**config.mk**
```make
export PLATFORM = sky130hd
export DESIGN_NAME = umim_io_map
export DESIGN_NICKNAME = d
export VERILOG_FILES = /design/src/design/umim_pkg.sv /design/src/design/umim_io_map.sv /design/src/design/umim_watchdog.sv
export SDC_FILE = /design/constraint.sdc
export NUM_CORES = 2
export LEC_CHECK = 0
export BUFFER_PORTS_ARGS = -buffer_cell sky130_fd_sc_hd__buf_2
export CORE_UTILIZATION = 36
export CTS_BUF_LIST = sky130_fd_sc_hd__clkbuf_8
export DETAILED_ROUTE_END_ITERATION = 10
export GPL_TIMING_DRIVEN = 0
export PLACE_DENSITY = 0.54
export SLEW_MARGIN = 40
export SYNTH_ARGS = -nofsm -noshare
export SYNTH_HDL_FRONTEND = slang
export SYNTH_SLANG_ARGS = --single-unit
```
**constraint.sdc**
```tcl
create_clock -name clock -period 7.9 [get_ports clock]
set_input_delay 1.58 -clock clock [delete_from_list [all_inputs] [get_ports clock]]
set_output_delay 1.58 -clock clock [all_outputs]
set_load 0.05 [all_outputs]
```
**src/design/umim_pkg.sv**
```systemverilog
// umim_pkg: constants of the low-speed usb controller memory and i/o map
// assumes: used by umim_io_map and umim_watchdog, 8-bit core data path
package umim_pkg;
  // data path and memory sizes
  localparam int DATA_W = 8;
  localparam int RAM_BYTES = 128;
  localparam int RAM_AW = 7;
  localparam int PROG_SMALL_BYTES = 2048;
  localparam int PROG_LARGE_BYTES = 4096;
  localparam int PC_W_MAX = 12;
  localparam int VEC_AREA_BYTES = 16;
  localparam int VEC_BYTES = 2;
  localparam int VEC_IDX_W = 3;
  localparam int FIFO_BYTES = 8;
  localparam int PORT_PINS = 8;
  localparam int SINK_W = 4;
  localparam int DEV_ADDR_W = 7;
  localparam int EP_W = 4;
  localparam int WD_CNT_W = 4;

  // clocking and usb rate
  localparam int RESONATOR_MHZ = 6;
  localparam int CORE_MHZ = 12;
  localparam int USB_LOW_KBPS = 1500;

  // i/o addresses
  localparam logic [7:0] A_PORT0_DATA = 8'h00;
  localparam logic [7:0] A_PORT1_DATA = 8'h01;
  localparam logic [7:0] A_PORT0_IE = 8'h04;
  localparam logic [7:0] A_PORT1_IE = 8'h05;
  localparam logic [7:0] A_PORT0_PULLUP = 8'h08;
  localparam logic [7:0] A_PORT1_PULLUP = 8'h09;
  localparam logic [7:0] A_EP0_TX_CFG = 8'h10;
  localparam logic [7:0] A_EP1_TX_CFG = 8'h11;
  localparam logic [7:0] A_USB_DEV_ADDR = 8'h12;
  localparam logic [7:0] A_USB_STAT_CTRL = 8'h13;
  localparam logic [7:0] A_EP0_RX_STAT = 8'h14;
  localparam logic [7:0] A_GLOBAL_IE = 8'h20;
  localparam logic [7:0] A_WD_CLEAR = 8'h21;
  localparam logic [7:0] A_RC_TIMING = 8'h22;
  localparam logic [7:0] A_TIMER = 8'h23;
  localparam logic [7:0] A_SINK_BASE = 8'h30;
  localparam logic [7:0] A_SINK_P1_BASE = 8'h38;
  localparam logic [7:0] A_PROC_STAT_CTRL = 8'hff;

  // reset values and fields
  localparam logic [7:0] RST_ZERO = 8'h00;
  localparam logic [7:0] RST_PROC_STAT = 8'h19;
  localparam logic [7:0] PROC_STAT_WR_MASK = 8'h79;
  localparam int PSC_RUN = 0;
  localparam int PSC_WDR = 6;
  localparam logic [7:0] RST_RC_TIMING = 8'h01;
  localparam logic [7:0] SECURED_READ = 8'hff;
  localparam logic [7:0] CALL_STEP = 8'h02;
  localparam logic [7:0] DATA_STEP = 8'h01;
  localparam logic [RAM_AW-1:0] EP0_FIFO_BASE = 7'h70;
  localparam logic [RAM_AW-1:0] EP1_FIFO_BASE = 7'h78;
endpackage

```
**src/design/umim_io_map.sv**
```systemverilog
// umim_io_map: i/o register decode, stack pointers, program counter,
// data ram and protected program read path of a low-speed usb controller
// assumes: core issues at most one i/o or stack operation per cycle,
// all inputs synchronous to clock
`timescale 1ns/100ps
module umim_io_map #(
  parameter int PROG_BYTES = umim_pkg::PROG_SMALL_BYTES,
  parameter int P1_PINS = umim_pkg::PORT_PINS
) (
  input wire logic clock,
  input wire logic rst_b,
  input wire logic osc_in,
  output logic core_tick,
  output logic usb_low_speed,
  input wire logic token_valid,
  input wire logic [umim_pkg::DEV_ADDR_W-1:0] token_addr,
  input wire logic [umim_pkg::EP_W-1:0] token_ep,
  output logic token_accept,
  input wire logic pc_inc,
  input wire logic pc_jump,
  input wire logic [umim_pkg::PC_W_MAX-1:0] pc_target,
  input wire logic irq_take,
  input wire logic [umim_pkg::VEC_IDX_W-1:0] irq_vector,
  output logic [umim_pkg::PC_W_MAX-1:0] pc,
  input wire logic prog_read,
  input wire logic [7:0] prog_rom_data,
  input wire logic security_fuse,
  output logic [7:0] prog_rd_data,
  input wire logic ram_rd,
  input wire logic ram_wr,
  input wire logic [umim_pkg::RAM_AW-1:0] ram_addr,
  input wire logic [7:0] ram_wdata,
  output logic [7:0] ram_rdata,
  output logic ram_fifo_hit,
  input wire logic call_op,
  input wire logic ret_op,
  input wire logic push_op,
  input wire logic pop_op,
  input wire logic [7:0] push_data,
  output logic [7:0] pop_data,
  input wire logic dsp_load,
  input wire logic [7:0] dsp_value,
  output logic [7:0] call_stack_pointer,
  output logic [7:0] data_stack_pointer,
  input wire logic io_read_instruction,
  input wire logic io_write_instruction,
  input wire logic io_indexed_write_instruction,
  input wire logic [7:0] io_addr,
  input wire logic [7:0] io_wdata,
  output logic [7:0] io_rdata,
  input wire logic [7:0] port0_pins,
  input wire logic [7:0] port1_pins,
  input wire logic cext_pin,
  input wire logic [7:0] timer_value,
  input wire logic wd_tick,
  output logic [7:0] port0_data,
  output logic [7:0] port1_data,
  output logic [7:0] port0_irq_enable,
  output logic [7:0] port1_irq_enable,
  output logic [7:0] port0_pullup_ctrl,
  output logic [7:0] port1_pullup_ctrl,
  output logic [7:0] endpoint0_tx_config,
  output logic [7:0] endpoint1_tx_config,
  output logic [7:0] usb_device_address,
  output logic [7:0] usb_status_control,
  output logic [7:0] endpoint0_rx_status,
  output logic [7:0] global_interrupt_enable,
  output logic cext_oe_b,
  output logic [2*umim_pkg::PORT_PINS*umim_pkg::SINK_W-1:0] sink_current,
  output logic [7:0] processor_status_control,
  output logic watchdog_clear_port,
  output logic watchdog_reset
);
  import umim_pkg::*;

  localparam int PC_W = $clog2(PROG_BYTES);
  localparam int SINK_N = 2 * PORT_PINS;

  // clock doubling: one core tick per resonator edge
  logic osc_sync_reg;
  logic osc_last_reg;
  logic core_tick_reg;
  logic osc_edge;
  assign osc_edge = osc_sync_reg ^ osc_last_reg;

  always_ff @(posedge clock or negedge rst_b) begin
    if (!rst_b) begin
      osc_sync_reg <= 1'b0;
      osc_last_reg <= 1'b0;
      core_tick_reg <= 1'b0;
    end else begin
      osc_sync_reg <= osc_in;
      osc_last_reg <= osc_sync_reg;
      core_tick_reg <= osc_edge;
    end
  end
  assign core_tick = core_tick_reg;

  // fixed low-speed select, no full-speed path exists
  logic low_speed_reg;
  always_ff @(posedge clock or negedge rst_b) begin
    if (!rst_b) low_speed_reg <= 1'b0;
    else low_speed_reg <= 1'b1;
  end
  assign usb_low_speed = low_speed_reg;

  // i/o decode
  logic io_wr;
  logic [7:0] io_sel_addr;
  assign io_wr = io_write_instruction | io_indexed_write_instruction;
  assign io_sel_addr = io_addr;

  logic wr_p0d, wr_p1d, wr_p0ie, wr_p1ie, wr_p0pu, wr_p1pu;
  logic wr_ep0c, wr_ep1c, wr_da, wr_usc, wr_ep0r, wr_gie;
  logic wr_wd, wr_rc, wr_psc, wr_sink;
  assign wr_p0d = io_wr && io_sel_addr == A_PORT0_DATA;
  assign wr_p1d = io_wr && io_sel_addr == A_PORT1_DATA;
  assign wr_p0ie = io_wr && io_sel_addr == A_PORT0_IE;
  assign wr_p1ie = io_wr && io_sel_addr == A_PORT1_IE;
  assign wr_p0pu = io_wr && io_sel_addr == A_PORT0_PULLUP;
  assign wr_p1pu = io_wr && io_sel_addr == A_PORT1_PULLUP;
  assign wr_ep0c = io_wr && io_sel_addr == A_EP0_TX_CFG;
  assign wr_ep1c = io_wr && io_sel_addr == A_EP1_TX_CFG;
  assign wr_da = io_wr && io_sel_addr == A_USB_DEV_ADDR;
  assign wr_usc = io_wr && io_sel_addr == A_USB_STAT_CTRL;
  assign wr_ep0r = io_wr && io_sel_addr == A_EP0_RX_STAT;
  assign wr_gie = io_wr && io_sel_addr == A_GLOBAL_IE;
  assign wr_wd = io_wr && io_sel_addr == A_WD_CLEAR;
  assign wr_rc = io_wr && io_sel_addr == A_RC_TIMING;
  assign wr_psc = io_wr && io_sel_addr == A_PROC_STAT_CTRL;
  assign wr_sink = io_wr && io_sel_addr[7:4] == A_SINK_BASE[7:4];

  // watchdog
  logic wd_fire;
  umim_watchdog #(
    .CNT_W(WD_CNT_W)
  ) u_watchdog (
    .clock(clock),
    .rst_b(rst_b),
    .tick(wd_tick),
    .restart(wr_wd),
    .fire(wd_fire)
  );

  logic wd_clear_reg;
  logic wd_reset_reg;
  always_ff @(posedge clock or negedge rst_b) begin
    if (!rst_b) begin
      wd_clear_reg <= 1'b0;
      wd_reset_reg <= 1'b0;
    end else begin
      wd_clear_reg <= wr_wd;
      wd_reset_reg <= wd_fire;
    end
  end
  assign watchdog_clear_port = wd_clear_reg;
  assign watchdog_reset = wd_reset_reg;

  // plain read/write and write-only registers, all eight bits
  logic [7:0] p0d_reg, p1d_reg, p0ie_reg, p1ie_reg, p0pu_reg, p1pu_reg;
  logic [7:0] ep0c_reg, ep1c_reg, usc_reg, ep0r_reg, gie_reg;
  always_ff @(posedge clock or negedge rst_b) begin
    if (!rst_b) begin
      p0d_reg <= RST_ZERO;
      p1d_reg <= RST_ZERO;
      p0ie_reg <= RST_ZERO;
      p1ie_reg <= RST_ZERO;
      p0pu_reg <= RST_ZERO;
      p1pu_reg <= RST_ZERO;
      ep0c_reg <= RST_ZERO;
      ep1c_reg <= RST_ZERO;
      usc_reg <= RST_ZERO;
      ep0r_reg <= RST_ZERO;
      gie_reg <= RST_ZERO;
    end else begin
      if (wr_p0d) p0d_reg <= io_wdata;
      if (wr_p1d) p1d_reg <= io_wdata;
      if (wr_p0ie) p0ie_reg <= io_wdata;
      if (wr_p1ie) p1ie_reg <= io_wdata;
      if (wr_p0pu) p0pu_reg <= io_wdata;
      if (wr_p1pu) p1pu_reg <= io_wdata;
      if (wr_ep0c) ep0c_reg <= io_wdata;
      if (wr_ep1c) ep1c_reg <= io_wdata;
      if (wr_usc) usc_reg <= io_wdata;
      if (wr_ep0r) ep0r_reg <= io_wdata;
      if (wr_gie) gie_reg <= io_wdata;
    end
  end

  // device address: a watchdog reset clears it and wins over a write
  logic [7:0] da_reg;
  logic [7:0] da_next;
  assign da_next = wd_fire ? RST_ZERO : wr_da ? io_wdata : da_reg;
  always_ff @(posedge clock or negedge rst_b) begin
    if (!rst_b) da_reg <= RST_ZERO;
    else da_reg <= da_next;
  end

  // processor status and control: run only clears, wdr flag sets
  logic [7:0] psc_reg;
  logic [7:0] psc_wr_val;
  logic [7:0] psc_next;
  assign psc_wr_val = (io_wdata & PROC_STAT_WR_MASK) |
                      (psc_reg & ~PROC_STAT_WR_MASK);
  always_comb begin
    psc_next = wr_psc ? psc_wr_val : psc_reg;
    psc_next[PSC_RUN] = psc_reg[PSC_RUN] &
                        (~wr_psc | io_wdata[PSC_RUN]);
    if (wd_fire) psc_next[PSC_WDR] = 1'b1;
  end
  always_ff @(posedge clock or negedge rst_b) begin
    if (!rst_b) psc_reg <= RST_PROC_STAT;
    else psc_reg <= psc_next;
  end

  // rc timing pin: bit 0 low drives the pin low
  logic [7:0] rc_reg;
  logic cext_oe_b_reg;
  always_ff @(posedge clock or negedge rst_b) begin
    if (!rst_b) begin
      rc_reg <= RST_RC_TIMING;
      cext_oe_b_reg <= 1'b1;
    end else begin
      if (wr_rc) rc_reg <= io_wdata & RST_RC_TIMING;
      cext_oe_b_reg <= wr_rc ? io_wdata[0] : rc_reg[0];
    end
  end

  // sink current registers, one per pin; missing port 1 pins ignored
  logic [SINK_N*SINK_W-1:0] sink_reg;
  genvar gi;
  generate
    for (gi = 0; gi < SINK_N; gi++) begin : g_sink
      localparam bit PIN_OK = (gi < PORT_PINS) ||
                              (gi - PORT_PINS < P1_PINS);
      logic hit;
      assign hit = wr_sink && PIN_OK &&
                   io_sel_addr[3:0] == 4'(gi);
      always_ff @(posedge clock or negedge rst_b) begin
        if (!rst_b) sink_reg[gi*SINK_W +: SINK_W] <= '0;
        else if (hit) sink_reg[gi*SINK_W +: SINK_W] <= io_wdata[SINK_W-1:0];
      end
    end
  endgenerate

  // read mux: write-only and unmapped addresses read zero
  logic [7:0] rd_mux;
  always_comb begin
    case (io_sel_addr)
      A_PORT0_DATA: rd_mux = port0_pins;
      A_PORT1_DATA: rd_mux = port1_pins;
      A_EP0_TX_CFG: rd_mux = ep0c_reg;
      A_EP1_TX_CFG: rd_mux = ep1c_reg;
      A_USB_DEV_ADDR: rd_mux = da_reg;
      A_USB_STAT_CTRL: rd_mux = usc_reg;
      A_EP0_RX_STAT: rd_mux = ep0r_reg;
      A_GLOBAL_IE: rd_mux = gie_reg;
      A_RC_TIMING: rd_mux = {7'h00, cext_pin};
      A_TIMER: rd_mux = timer_value;
      A_PROC_STAT_CTRL: rd_mux = psc_reg;
      default: rd_mux = RST_ZERO;
    endcase
  end

  logic [7:0] io_rdata_reg;
  always_ff @(posedge clock or negedge rst_b) begin
    if (!rst_b) io_rdata_reg <= RST_ZERO;
    else if (io_read_instruction) io_rdata_reg <= rd_mux;
  end

  // usb token filter: own address and endpoints zero or one only
  logic token_accept_reg;
  logic ep_ok;
  assign ep_ok = token_ep <= EP_W'(1);
  always_ff @(posedge clock or negedge rst_b) begin
    if (!rst_b) token_accept_reg <= 1'b0;
    else token_accept_reg <= token_valid && ep_ok &&
                             token_addr == da_reg[DEV_ADDR_W-1:0];
  end

  // program counter, wraps within program memory
  logic [PC_W-1:0] pc_reg;
  logic [PC_W-1:0] pc_next;
  logic [PC_W-1:0] vec_addr;
  assign vec_addr = PC_W'(irq_vector) * PC_W'(VEC_BYTES);
  assign pc_next = irq_take ? vec_addr :
                   pc_jump ? pc_target[PC_W-1:0] :
                   pc_inc ? pc_reg + 1'b1 : pc_reg;
  always_ff @(posedge clock or negedge rst_b) begin
    if (!rst_b) pc_reg <= '0;
    else pc_reg <= pc_next;
  end
  assign pc = PC_W_MAX'(pc_reg);

  // programmer read path
  logic [7:0] prog_rd_reg;
  always_ff @(posedge clock or negedge rst_b) begin
    if (!rst_b) prog_rd_reg <= RST_ZERO;
    else if (prog_read)
      prog_rd_reg <= security_fuse ? SECURED_READ : prog_rom_data;
  end

  // stack pointers
  logic [7:0] psp_reg;
  logic [7:0] dsp_reg;
  logic [7:0] dsp_dec;
  assign dsp_dec = dsp_reg - DATA_STEP;
  always_ff @(posedge clock or negedge rst_b) begin
    if (!rst_b) begin
      psp_reg <= RST_ZERO;
      dsp_reg <= RST_ZERO;
    end else begin
      if (call_op) psp_reg <= psp_reg + CALL_STEP;
      else if (ret_op) psp_reg <= psp_reg - CALL_STEP;
      if (dsp_load) dsp_reg <= dsp_value;
      else if (push_op) dsp_reg <= dsp_dec;
      else if (pop_op) dsp_reg <= dsp_reg + DATA_STEP;
    end
  end

  // data ram; stack pointer indexes wrap to seven bits
  logic [7:0] ram_mem [RAM_BYTES];
  logic [RAM_AW-1:0] wr_addr;
  logic [RAM_AW-1:0] rd_addr;
  logic ram_we;
  assign ram_we = push_op | ram_wr;
  assign wr_addr = push_op ? dsp_dec[RAM_AW-1:0] : ram_addr;
  assign rd_addr = pop_op ? dsp_reg[RAM_AW-1:0] : ram_addr;

  always_ff @(posedge clock) begin
    if (ram_we) ram_mem[wr_addr] <= push_op ? push_data : ram_wdata;
  end

  logic [7:0] ram_rdata_reg;
  logic [7:0] pop_data_reg;
  logic fifo_hit_reg;
  always_ff @(posedge clock or negedge rst_b) begin
    if (!rst_b) begin
      ram_rdata_reg <= RST_ZERO;
      pop_data_reg <= RST_ZERO;
      fifo_hit_reg <= 1'b0;
    end else begin
      if (ram_rd) ram_rdata_reg <= ram_mem[rd_addr];
      if (pop_op) pop_data_reg <= ram_mem[rd_addr];
      fifo_hit_reg <= (ram_rd | ram_wr) &&
                      ram_addr >= EP0_FIFO_BASE;
    end
  end

  assign prog_rd_data = prog_rd_reg;
  assign ram_rdata = ram_rdata_reg;
  assign ram_fifo_hit = fifo_hit_reg;
  assign pop_data = pop_data_reg;
  assign call_stack_pointer = psp_reg;
  assign data_stack_pointer = dsp_reg;
  assign io_rdata = io_rdata_reg;
  assign token_accept = token_accept_reg;
  assign port0_data = p0d_reg;
  assign port1_data = p1d_reg;
  assign port0_irq_enable = p0ie_reg;
  assign port1_irq_enable = p1ie_reg;
  assign port0_pullup_ctrl = p0pu_reg;
  assign port1_pullup_ctrl = p1pu_reg;
  assign endpoint0_tx_config = ep0c_reg;
  assign endpoint1_tx_config = ep1c_reg;
  assign usb_device_address = da_reg;
  assign usb_status_control = usc_reg;
  assign endpoint0_rx_status = ep0r_reg;
  assign global_interrupt_enable = gie_reg;
  assign cext_oe_b = cext_oe_b_reg;
  assign sink_current = sink_reg;
  assign processor_status_control = psc_reg;
endmodule // umim_io_map

```
**src/design/umim_watchdog.sv**
```systemverilog
// umim_watchdog: 4-bit watchdog count with restart and reset pulse
// assumes: tick is a one-cycle pulse every watchdog period, same clock
`timescale 1ns/100ps
module umim_watchdog #(
  parameter int CNT_W = umim_pkg::WD_CNT_W
) (
  input wire logic clock,
  input wire logic rst_b,
  input wire logic tick,
  input wire logic restart,
  output logic fire
);
  import umim_pkg::*;

  logic [CNT_W-1:0] count_reg;
  logic [CNT_W-1:0] count_next;
  logic msb_rise;
  logic fire_reg;

  // restart wins over a tick in the same cycle
  assign count_next = restart ? '0 :
                      tick ? count_reg + 1'b1 : count_reg;
  assign msb_rise = ~count_reg[CNT_W-1] & count_next[CNT_W-1];
  assign fire = fire_reg;

  always_ff @(posedge clock or negedge rst_b) begin
    if (!rst_b) begin
      count_reg <= '0;
      fire_reg <= 1'b0;
    end else begin
      count_reg <= count_next;
      fire_reg <= msb_rise;
    end
  end
endmodule // umim_watchdog

```
==> metrics <==
CTS Sinks 1262; Worst Path Arrival 5.57 ns; register area share after synthesis 71.8%; final cycle utilization of the critical path 61.1%; CTS Buffer Depth 3; via count 33239; Largest register FFs 1024; met1 usage 30.0%; Avg Cell Area, Syn 15.2 sq um; Worst Tran Pin Value 0.962 ns; Routed WL 162000 um; cts hold-fix bufs 0; die footprint 144000 sq um; post-CTS sizing 0; Overall Power 15.4 mW; CP Max Fanout 10; Synth cell types 69; number of synthesized flops with an enable pin 1024; CP Class in -> reg; Mapped Cells 3360; DRT Pass-1 Iters 10; layout cells sized above 1 25.7%; CTS tree yes; Crit path required time 8.65 ns; nets 4069; Setup Buffers After CTS 0; status finished, final reports clean; crit path time final 4.83 ns; PwrDens 257 nW/um^2; most frequent cells in the layout edfxtp_1 (1024), buf_2 (392), nand2_1 (318); RSZ-0062 raised after global routing false; Row Count 137; YS warnings 0; port bufs 339; M3 GR Usage 4.80%; #FFs+latches synth 1262; largest net degree at the start of global routing 85; met2 Use GR 35.0%; clk_lat worst skew 0.94 ns; Worst IR Drop VDD 0.186 mV; ys flop type edfxtp_1; highest clock rate 207 MHz; Die Ht 379 um; TritonCTS Buffers 212; clk_skew 0.0628 ns; Synth-to-Final Area Change 17.0%; Max Slew Vio Count 0; area of the core 140000 sq um; mean routed wirelength per cell 27.2 um; Final Setup Violations 0; CP startpoint kind input pin; first-pass GRT wire length 228000 um; residual DRC count 0; worst hold-check path type reg -> reg; share of Yosys cell area claimed by the top area cell type 60.1%; most common cell after layout, fill and taps aside edfxtp_1; Initial Util 36.5%; clock-pin slew on the worst setup and hold paths 0.06 ns; cell area after synthesis 51200 sq um; Avg Vias per Cell 5.57; vias in the first global route 31717; Leak Pwr 21.6 nW; DPL Wire Length 112000 um; post-synth top area cell edfxtp_1; slew margin rel. 35.4%; final hold violation count 0; H-tree Lvls 4; Max Cap Violations 0; post-route ant nets 0; global-route layer with the greatest usage met2; RD Place Congestion 0.904; num ports 361; die span in x 379 um; initial antenna violation count 9; grt total ovfl 0; initial drt markers 3783; sum of negative setup slack 0 ns; GRT Util Overall 22.2%; Worst setup EP type flip-flop; synth top area cells edfxtp_1 (60%), dfrtp_1 (11%), mux4_2 (3.9%); Post-synth ARST share 18.9%; Clk Tree Root Cell clkbuf_8
[synth_stat cells, drive strengths merged, types with 11 or more instances]
master,instances
edfxtp,1024
nor2,353
nand2,318
dfrtp,233
mux2,159
o211ai,144
clkbuf,129
o21ai,108
buf,99
a221oi,94
mux4,89
mux2i,83
a21oi,61
nand3,39
o22ai,32
nor4,28
nand4,27
o21bai,26
o2111ai,24
o41ai,24
a22o,23
o221ai,23
xnor2,23
a222oi,18
a31oi,18
xor2,16
a211oi,14
nor2b,13
a22oi,12
inv,11
nor3,11
[cell type report]
class                           instances  area, sq um
Tap cell                             1876         2350
Buffer                                228         1080
Inverter                               11         41.3
Sequential cell                      1262        36700
Timing Repair Buffer                  355         2090
Antenna cell                            7         17.5
Fill cell                           12971        80300
Clock inverter                        142          742
Clock buffer                          227         3120
Multi-Input combinational cell       1863        13700
[critical path, cell delays in order]
cell and delay, ns:
buf_2 0.10, buf_6 0.15, nand3_1 0.67, nand2_1 0.69
clkbuf_1 0.58, o21ai_0 0.29, nand3_1 0.18, nand4_1 0.21
a311oi_1 0.89, a221oi_1 0.22
[worst paths after layout]
path                                       startpoint             to  slack (ns)  depth (start not counted)
worst max-delay path                           pop_op   ram_rdata[7]        3.07                         10
worst min-delay path                     osc_sync_reg   osc_last_reg        0.42                          0
worst max register to register  data_stack_pointer[0]   ram_rdata[7]        3.27                          9
worst min register to register           osc_sync_reg   osc_last_reg        0.42                          0
max in group asynchronous                       rst_b  port0_data[5]        5.89                          4
min in group asynchronous                       rst_b   ram_rdata[5]        0.55                          1
[report_power, final]
group | internal [mW] | leakage (nW) | switching (mW)
clock network | 2.69 | 2.24 | 2.72
registers | 7.42 | 12.3 | 0.142
logic | 0.663 | 7.02 | 1.75
total | 10.8 | 21.6 | 4.61
[layer usage]
layer	wire (um)	vias to the layer above
met1	67300	17083
li1	-	14319
met3	13400	324
met5	0	-
met4	5890	0
met2	75600	1513
[logic make-up after synthesis]
family | Yosys count | synth area share [%]
multiplexers | 331 | 9.05
AO/OA/AOI/OAI | 651 | 9.31
flip-flops | 1262 | 71.8
AND/OR/NAND/NOR | 826 | 6.78
buffers and inverters | 239 | 2.16
other | 2 | 0.0147
XOR/XNOR | 39 | 0.668
adder cells (fa/ha/maj) | 10 | 0.259
[metrics by stage]
step / cell area, sq um / hold slack (ns) / util, % / std cells / setup WS (ns)
global route: 59900 / 0.440 / 42.7 / 5969 / 3.15
floorplan: 51200 / 0.352 / - / 3364 / 4.04
global placement: 55200 / 0.382 / 39.4 / 5579 / 0.480
CTS: 59800 / 0.423 / 42.6 / 5964 / 3.23
detailed placement: 55900 / 0.389 / 39.9 / 5595 / 2.24
finish: 59900 / 0.419 / 42.7 / 5971 / 3.07
No activity file was read; power rests on OpenSTA's default activity.
